<file path="src/core/pwr_key_pkg.sv">
// Constants and types shared by the power key and reset request logic
// Contract
// Every control input is debounced; all filters share one programmable debounce time.
// Detect press and release of the power key and measure time between.
// Key edge detection stays active in every power mode, including low-power off.
// Debounced power key level is readable as a status bit.
// Power key mask suppresses both interrupt and wakeup from key events.
// Four key behaviours chosen by a two-bit function select.
// Select 00: event on press; unmasked it interrupts and wakes from off state.
// Select 01: short press event at release; long press event plus lock.
// Select 10: like 01, long press also clears run request (power-down).
// Select 11: short clears run, sets standby; long sets lock, clears both.
// With lock set, only a press longer than the delay wakes the device.
// Host must clear the lock before off state for short-press wakeup.
// Asserting the active-low reset request sends the sequencer to reset state.
// Fast-shutdown select shortens the sequencer transition into reset state.
// Before reset state, set the fault-log bit and assert host reset output.
// Host reset output is active low and resets the host processor.
// Interrupt asserts on unmasked events and stays until all events cleared.
// Press timer runs from debounced level, restarts on press, stops on release.
package pwr_key_pkg;

  // Register byte addresses
  localparam logic [7:0] ADDR_CTRL = 8'h00;
  localparam logic [7:0] ADDR_DEBOUNCE = 8'h04;
  localparam logic [7:0] ADDR_KEY_DELAY = 8'h08;
  localparam logic [7:0] ADDR_STATUS = 8'h0c;
  localparam logic [7:0] ADDR_EVENT = 8'h10;
  localparam logic [7:0] ADDR_MASK = 8'h14;
  localparam logic [7:0] ADDR_FAULT = 8'h18;

  // CTRL fields
  localparam int CTRL_FSEL_LSB = 0;
  localparam int CTRL_FAST = 2;
  localparam int CTRL_SYSEN = 3;
  localparam int CTRL_STANDBY = 4;
  localparam int CTRL_LOCK = 5;

  // STATUS, EVENT and MASK bit positions
  localparam int BIT_KEY = 0;
  localparam int BIT_RSTREQ = 1;
  localparam int STAT_TIMING = 2;

  // Reset values
  localparam logic [1:0] FSEL_RST = 2'h0;
  localparam logic [7:0] DEBOUNCE_RST = 8'h0a;
  localparam logic [7:0] KEY_DELAY_RST = 8'h64;
  localparam logic SYSEN_RST = 1'b1;

  // Function select codes
  localparam logic [1:0] FSEL_PRESS = 2'h0;
  localparam logic [1:0] FSEL_LOCK = 2'h1;
  localparam logic [1:0] FSEL_LOW_POWER_OFF_STATE = 2'h2;
  localparam logic [1:0] FSEL_STANDBY = 2'h3;

  // Timebase: debounce and press timers count 1 ms ticks
  localparam int CLK_MHZ = 100;
  localparam int TICK_TIME_US = 1000;
  localparam int TICK_CYCLES = TICK_TIME_US * CLK_MHZ;

  typedef struct packed {
    logic read;
    logic write;
    logic [7:0] address;
    logic [3:0] byteenable;
    logic [31:0] writedata;
  } avs_req_t;

  typedef struct packed {
    logic waitrequest;
    logic [31:0] readdata;
  } avs_rsp_t;

  typedef struct packed {
    logic [1:0] sync1;
    logic [1:0] sync2;
    logic [1:0] level;
    logic [1:0][7:0] dcnt;
    logic [16:0] presc;
    logic tick;
    logic [7:0] ptime;
    logic running;
    logic long_done;
    logic [1:0] fsel;
    logic fast_sel;
    logic system_en;
    logic standby;
    logic lock;
    logic [7:0] dbt;
    logic [7:0] key_delay;
    logic [1:0] evt;
    logic [1:0] mask;
    logic fault;
    logic irq_n;
    logic host_rst_n;
    logic reset_entry;
    logic fast_out;
    logic wakeup;
    avs_rsp_t rsp;
  } key_state_t;

endpackage

</file>
<file path="src/core/pwr_key_ctrl.sv">
// Power key and host reset request input handling with Avalon-MM registers
`timescale 1ns/10ps
module pwr_key_ctrl #(
  parameter int TICK_COUNT = pwr_key_pkg::TICK_CYCLES
) (
  // Clock and reset
  input wire logic ref_clk,
  input wire logic rst_n,
  // Register bus
  input wire pwr_key_pkg::avs_req_t avs_req,
  output pwr_key_pkg::avs_rsp_t avs_rsp,
  // Pins
  input wire logic power_key_input_n,
  input wire logic host_reset_request_input_n,
  output logic host_reset_output_n,
  output logic interrupt_request_output_n,
  // Power sequencer
  input wire logic low_power_off_state,
  input wire logic seq_reset_done,
  output logic reset_state_request,
  output logic fast_shutdown_select,
  output logic system_run_request,
  output logic standby_flag,
  output logic long_press_lock_flag,
  output logic wakeup_pulse
);
  import pwr_key_pkg::*;

  localparam logic [16:0] TICK_LAST = 17'(TICK_COUNT - 1);

  key_state_t q, d;
  logic press, release_k, short_ev, long_ev, rr_assert, key_ev, wake_ok;
  logic acc, wr_en;
  logic [7:0] wbyte;

  function automatic logic [31:0] read_mux(input key_state_t s, input logic [7:0] a);
    logic [31:0] r;
    r = 32'h0;
    unique case (a)
      ADDR_CTRL: begin
        r[CTRL_FSEL_LSB +: 2] = s.fsel;
        r[CTRL_FAST] = s.fast_sel;
        r[CTRL_SYSEN] = s.system_en;
        r[CTRL_STANDBY] = s.standby;
        r[CTRL_LOCK] = s.lock;
      end
      ADDR_DEBOUNCE: r[7:0] = s.dbt;
      ADDR_KEY_DELAY: r[7:0] = s.key_delay;
      ADDR_STATUS: begin
        r[BIT_KEY] = s.level[BIT_KEY];
        r[BIT_RSTREQ] = s.level[BIT_RSTREQ];
        r[STAT_TIMING] = s.running;
      end
      ADDR_EVENT: r[1:0] = s.evt;
      ADDR_MASK: r[1:0] = s.mask;
      ADDR_FAULT: r[0] = s.fault;
      default: r = 32'h0;
    endcase
    return r;
  endfunction

  always_comb begin
    d = q;
    // Synchronisers: sync1 feeds only sync2
    d.sync1 = {host_reset_request_input_n, power_key_input_n};
    d.sync2 = q.sync1;
    // Shared 1 ms timebase
    d.tick = 1'b0;
    if (q.presc == TICK_LAST) begin
      d.presc = 17'h0;
      d.tick = 1'b1;
    end else begin
      d.presc = q.presc + 17'h1;
    end
    // Both inputs use the single debounce setting; a glitch restarts the count
    for (int i = 0; i < 2; i++) begin
      if (q.sync2[i] == q.level[i]) begin
        d.dcnt[i] = 8'h0;
      end else if (q.dcnt[i] >= q.dbt) begin
        d.level[i] = q.sync2[i];
        d.dcnt[i] = 8'h0;
      end else if (q.tick) begin
        d.dcnt[i] = q.dcnt[i] + 8'h1;
      end
    end
    // Edge detection runs regardless of the power mode
    press = q.level[BIT_KEY] && !d.level[BIT_KEY];
    release_k = !q.level[BIT_KEY] && d.level[BIT_KEY];
    rr_assert = q.level[BIT_RSTREQ] && !d.level[BIT_RSTREQ];
    long_ev = q.running && !q.long_done && q.ptime >= q.key_delay;
    // A release in the cycle after the tick that completes the delay counts as a long press only
    short_ev = release_k && q.running && !q.long_done && !long_ev;
    // Press timer
    if (press) begin
      d.ptime = 8'h0;
      d.running = 1'b1;
      d.long_done = 1'b0;
    end else if (release_k) begin
      d.running = 1'b0;
    end else if (q.running && q.tick && q.ptime != 8'hff) begin
      d.ptime = q.ptime + 8'h1;
    end
    if (long_ev) begin
      d.long_done = 1'b1;
    end
    // Bus: request seen -> answer next cycle -> write lands on the answered edge
    acc = (avs_req.read || avs_req.write) && !q.rsp.waitrequest;
    wr_en = acc && avs_req.write && avs_req.byteenable[0];
    wbyte = avs_req.writedata[7:0];
    d.rsp.waitrequest = !((avs_req.read || avs_req.write) && q.rsp.waitrequest);
    d.rsp.readdata = read_mux(q, avs_req.address);
    if (wr_en) begin
      unique case (avs_req.address)
        ADDR_CTRL: begin
          d.fsel = wbyte[CTRL_FSEL_LSB +: 2];
          d.fast_sel = wbyte[CTRL_FAST];
          d.system_en = wbyte[CTRL_SYSEN];
          d.standby = wbyte[CTRL_STANDBY];
          d.lock = wbyte[CTRL_LOCK];
        end
        ADDR_DEBOUNCE: d.dbt = wbyte;
        ADDR_KEY_DELAY: d.key_delay = wbyte;
        ADDR_EVENT: d.evt = q.evt & ~wbyte[1:0];
        ADDR_MASK: d.mask = wbyte[1:0];
        ADDR_FAULT: d.fault = q.fault & ~wbyte[0];
        default: d.fault = d.fault;
      endcase
    end
    // Key behaviour per function select; hardware updates win over a same-cycle write
    key_ev = 1'b0;
    wake_ok = 1'b0;
    unique case (q.fsel)
      FSEL_PRESS: begin
        key_ev = press;
        wake_ok = (press && !q.lock) || (long_ev && q.lock);
      end
      default: begin
        key_ev = short_ev || long_ev;
        wake_ok = (short_ev && !q.lock) || long_ev;
      end
    endcase
    if (q.fsel != FSEL_PRESS && long_ev) begin
      d.lock = 1'b1;
    end
    if (q.fsel == FSEL_PRESS && long_ev) begin
      d.lock = 1'b1;
    end
    if (q.fsel == FSEL_LOW_POWER_OFF_STATE && long_ev) begin
      d.system_en = 1'b0;
    end
    if (q.fsel == FSEL_STANDBY && short_ev) begin
      d.system_en = 1'b0;
      d.standby = 1'b1;
    end
    if (q.fsel == FSEL_STANDBY && long_ev) begin
      d.system_en = 1'b0;
      d.standby = 1'b0;
    end
    if (key_ev) begin
      d.evt[BIT_KEY] = 1'b1;
    end
    // Mask blocks the wake as well as the interrupt
    d.wakeup = wake_ok && low_power_off_state && !q.mask[BIT_KEY];
    // Reset request: log and hold host in reset first, then ask the sequencer
    if (rr_assert) begin
      d.fault = 1'b1;
      d.evt[BIT_RSTREQ] = 1'b1;
      d.host_rst_n = 1'b0;
    end
    if (!q.host_rst_n && !q.reset_entry) begin
      d.reset_entry = 1'b1;
    end
    if (seq_reset_done) begin
      d.reset_entry = 1'b0;
      d.host_rst_n = 1'b1;
    end
    d.fast_out = q.fast_sel;
    d.irq_n = !(|(q.evt & ~q.mask));
  end

  always_ff @(posedge ref_clk) begin
    if (!rst_n) begin
      q <= '0;
      q.sync1 <= 2'h3;
      q.sync2 <= 2'h3;
      q.level <= 2'h3;
      q.fsel <= FSEL_RST;
      q.system_en <= SYSEN_RST;
      q.dbt <= DEBOUNCE_RST;
      q.key_delay <= KEY_DELAY_RST;
      q.irq_n <= 1'b1;
      q.host_rst_n <= 1'b1;
      q.rsp.waitrequest <= 1'b1;
    end else begin
      q <= d;
    end
  end

  assign avs_rsp = q.rsp;
  assign host_reset_output_n = q.host_rst_n;
  assign interrupt_request_output_n = q.irq_n;
  assign reset_state_request = q.reset_entry;
  assign fast_shutdown_select = q.fast_out;
  assign system_run_request = q.system_en;
  assign standby_flag = q.standby;
  assign long_press_lock_flag = q.lock;
  assign wakeup_pulse = q.wakeup;
endmodule

</file>
<file path="config.mk">
export PLATFORM = sky130hd
export DESIGN_NAME = pwr_key_ctrl
export DESIGN_NICKNAME = d
export VERILOG_FILES = /design/src/core/pwr_key_pkg.sv /design/src/core/pwr_key_ctrl.sv
export SDC_FILE = /design/constraint.sdc
export NUM_CORES = 1
export LEC_CHECK = 0
export BUFFER_PORTS_ARGS = -buffer_cell sky130_fd_sc_hd__buf_2
export CAP_MARGIN = 40
export CORE_ASPECT_RATIO = 0.75
export CORE_MARGIN = 2
export CORE_UTILIZATION = 55
export DETAILED_ROUTE_END_ITERATION = 6
export MAX_ROUTING_LAYER = met4
export PLACE_DENSITY = 0.79
export SLEW_MARGIN = 20
export SYNTH_ARGS = -nofsm -noshare
export SYNTH_HDL_FRONTEND = slang
export SYNTH_SLANG_ARGS = --single-unit
</file>
<file path="constraint.sdc">
create_clock -name ref_clk -period 6.37 [get_ports ref_clk]
set_clock_uncertainty 0.1 [all_clocks]
set_input_delay 0.637 -clock ref_clk [delete_from_list [all_inputs] [get_ports ref_clk]]
set_output_delay 0.637 -clock ref_clk [all_outputs]
set_load 0.01 [all_outputs]
</file>
**Word level (Yosys, flattened, before mapping)**

Cells that the tools add are included.

- Add/subtract/negate cells: 4
- $lt $le $gt $ge: 3
- Eq/ne operators: 12
- Multiplexer cells: 31
- Bitwise logic cells: 8
- Reductions and logical operators: 75

Operators by type and width:

| cell | number |
|---|---|
| $logic_and 1x1->1 | 25 |
| $add 8x1->8 const B | 3 |
| $eq 8x5->1 const B | 3 |
| $ge 8x8->1 | 3 |
| $mux 24 | 1 |
| $reduce_and 2->1 | 11 |
| $reduce_bool 2->1 | 10 |
| $mux 1 | 18 |
| $add 17x1->17 const B | 1 |
| $eq 17x17->1 const B | 1 |
| $eq 8x4->1 const B | 2 |
| $mux 8 | 2 |
| $logic_not 1->1 | 12 |
| $reduce_or 2->1 | 5 |
| $pmux 3 s3 | 1 |
| $eq 8x3->1 const B | 1 |
| $logic_not 8->1 | 1 |
| $mux 2 | 4 |
| $ne 8x8->1 const B | 1 |
| $reduce_bool 4->1 | 2 |
| $pmux 1 s7 | 1 |
| $pmux 1 s6 | 1 |
| $reduce_bool 3->1 | 2 |
| $reduce_or 3->1 | 2 |
| other kinds (11) | 20 |

- Flip-flop bits (word level): 115
- Input port bits: 52
- Output and inout port bits: 41
- Word-level logic and storage cells: 162

**Longest topological paths before layout**

- Depth in word-level cells: 12
- Gate-level depth with buffers: 13

**Least setup slack after synthesis**

OpenSTA, ideal clock, no wires.

- Path type: register -> register
- Start: reg q[58] (netlist name)
- End: reg q[71] (netlist name)
- Library setup time: 124 ps
- Data arrival time: 2735 ps
- Setup slack: 3411 ps
- Stages on the path, launching flop included: 14
- Buffers on the path: 0
- Path through: dfxtp_1 inv_1 ha_1 a2111oi_0 nand2b_1 o21ai_0 or2_2 o21ai_0 ha_1 nand3b_1 a41oi_1 nand4_1 xor2_1 nor2_1

RTL lines:

| what | RTL line | source |
|---|---|---|
| start: declaration | pwr_key_ctrl.sv:31 | `key_state_t q, d;` |

==> summary.md <==
| Metric | Value |
|---|---|
| Register area share after synthesis | 0.377 |
| End of the worst register-to-register path | q[73] |
| Ports | 93 |
| Initial DRT Pass Iterations | 4 |
| First-pass GRT wire length | 16700 microns |
| Vias in the first global route | 3470 |
| Worst setup EP type | flop |
| Worst EP required | 6.50 ns |
| Static leakage | 0.00224 uW |
| Placer Congestion | 0.888 |
| Power Density | roughly 220 mW/mm^2 |
| Initial Utilization | 0.569 |
| CP endpoint | q[73] |
| Worst Hold Class | reg2reg |
| Yosys top cell area share | 0.377 |
| Pin count of the biggest net entering global routing | 54 |
| Leading cell type by number of instances after synthesis | dfxtp_1 |
| Root buf cell | clkbuf_16 |
| Slew of the pin with the lowest slew margin | 0.642 ns |
| Status | finished clean |
| Core footprint | between 0.008 and 0.009 sq mm |
| Drc violations | 0 |
| CP max stage delay | 0.58 ns |
| Clk pin slew, worst setup/hold paths | 0.06 ns |
| Overflow after GRT | 0 |
| Critical path peak fanout | 5 |
| NumNets Final | 626 |
| Synth unique cells | between 60 and 70 |
| Tmin final | 3.50 ns |
| Post-synthesis instance area | roughly 0.0048 sq mm |
| Final-report hold violation count | 0 |
| Crit path launch type | flop |
| RR Startpoint | q[58] |
| Post-Place Cell Area | 0.00492 sq mm |
| Setup TNS | 0 ns |
| Data arrival, critical path | 3.62 ns |
| Critical path launch point | q[58] |
| Htree depth | 3 |
| Clock Sinks | 91 |
| Vias per Instance | 5.48 |
| CTS tree | built |
| Synth cell count leaders | dfxtp_1 (91), nor2_1 (46), buf_4 (35) |
| GRT Util Overall | 0.226 |
| Initial antenna violation count | 0 |
| Peak supply drop | 0.182 mV |
| F_max | 0.286 GHz |
| Cell taking the most area after synthesis | dfxtp_1 |
| Setup Viol. Count Final | 0 |
| RSZ-0062 raised after global routing | no |
| Tot Pwr | 1160 uW |
| Post-synth top flop | dfxtp_1 |
| Die W | 112 microns |
| CTS Hold Bufs | 0 |
| Critical-path cell list | inv_1, ha_1, a2111oi_0, nand2b_1, o21ai_0, or2_2, o21ai_0, ha_1, nand3b_1, a41oi_1, nand4_1, xor2_1, nor2_1 |
| Initial DRC Count | 255 |
| Die area | 0.00955 sq mm |
| ANT nets after route | 0 |
| Post-synthesis instance total | between 500 and 600 |
| Post-DP HPWL | 7480 microns |
| Final period util | 0.549 |
| Max Cap Viol | 0 |
| CTS Buf Count | 9 |
| Routed WL | about 10000 microns |
| Number of setup buffers added after CTS | 0 |
| Yosys reg bits | just over 90 |
| Clock insertion delay at the later pin of the skew report | roughly 0.35 ns |
| Port Buffers | 41 |
| Worst R2R Setup Slack | between 2 and 3 ns |
| Post-CTS sizing | 0 |
| Crit Path Category | reg2reg |
| Final Max Tran Viols | 0 |
| Async SR Flop Fraction | 0 |
| WL/cell | 15.1 microns |
| Final Core Density | 0.617 |
| ANT cells | 0 |
| R2R depth | 13 |
| Die height | 85.2 microns |
| Finished Cell Area | 0.00524 sq mm |
| Layout cells sized above 1 | 0.155 |
| Syn-to-layout area delta | 8.52% |
| Post-synth EDFFs | 0 |
| Syn. warnings | 0 |
| CTS Buffer Depth | 2 |
| Synth Area per Inst | 9.34 sq um |
| Slew Limit Headroom | 0.569 |
| Crit-path slowest cell | a2111oi_0 |
| FP Rows | 29 |
| Top cells by area, synth | dfxtp_1 (38%), ha_1 (7.8%), mux2i_1 (5.6%) |
| Via Count | roughly 3600 |
-- flip-flops by register name, indices dropped and copies added (netlist names) --
name                        count
long_press_lock_flag            1
reset_state_request             1
wakeup_pulse                    1
interrupt_request_output_n      1
avs_rsp                         9
d                               3
fast_shutdown_select            1
system_run_request              1
q                              71
host_reset_output_n             1
standby_flag                    1
-- metal layers --
metal  GRT usage  up-vias  routed length [microns]
met4      0.0843        0                      189
li1            -     1772                        -
met1       0.286     1676                     4560
met2       0.346      132                     4490
met3      0.0643       19                      716
met5           -        -                        0
-- final cells by class --
type,instances,area (sq um)
Sequential cell,91,1820
Fill cell,701,3250
Clock buffer,10,239
Multi-Input combinational cell,373,2650
Tap cell,108,135
Inverter,26,97.6
Clock inverter,6,65.1
Timing Repair Buffer,43,233
-- layout by cell type (no fill, tap or decap), types with 24 or more instances in the layout --
| cell | count |
|---|---|
| buf_2 | 41 |
| mux2i_1 | 27 |
| conb_1 | 24 |
| xor2_1 | 27 |
| nand2_1 | 34 |
| dfxtp_1 | 91 |
| inv_1 | 26 |
| nor2_1 | 46 |
| ha_1 | 30 |
-- critical path: cells and delay by family, from the launching register on --
kind | cells | cell delay [ns]
compound gates | 4 | 1.32
simple gates | 5 | 0.78
fa+ha+maj | 2 | 0.59
flops | 1 | 0.36
xor+xnor | 1 | 0.15
buf+inv | 1 | 0.09
-- kinds of logic (layout without fill, tap and decap cells) --
kind of cell | after synthesis | count (layout) | share of synthesized area
other cells | 1 | 24 | 0.000776
compound gates | 58 | 58 | 0.0943
simple gates | 191 | 191 | 0.217
fa+ha+maj | 30 | 30 | 0.0777
flops | 91 | 91 | 0.377
buf+inv | 76 | 85 | 0.0920
mux | 32 | 32 | 0.0723
xor+xnor | 38 | 38 | 0.0689
-- power by group --
part | switching, uW | internal, uW | leakage [uW]
clock | 221 | 314 | 0.000148
sequential | 3.04 | 572 | 0.000735
combinational | 32.2 | 16.7 | 0.00136
-- per-stage QoR --
stage / hold WS [ns] / worst slack, ns / std cells
floorplan: 0.286 / 3.41 / 540
global placement: 0.292 / 2.96 / 640
detailed placement: 0.296 / 2.89 / 640
CTS: 0.328 / 2.87 / 656
global route: 0.348 / 2.56 / 657
finish: 0.320 / 2.87 / 657
-- how the worst min path moves through the flow --
stage,from,cells after the start,to
2_1_floorplan,d[111],1,q[111]
3_3_place_gp,d[111],1,q[111]
3_5_place_dp,d[112],1,q[112]
4_1_cts,d[112],1,q[112]
5_1_grt,d[111],1,q[111]
6_report,d[112],1,q[112]
Power figures use the tool's default switching activity.
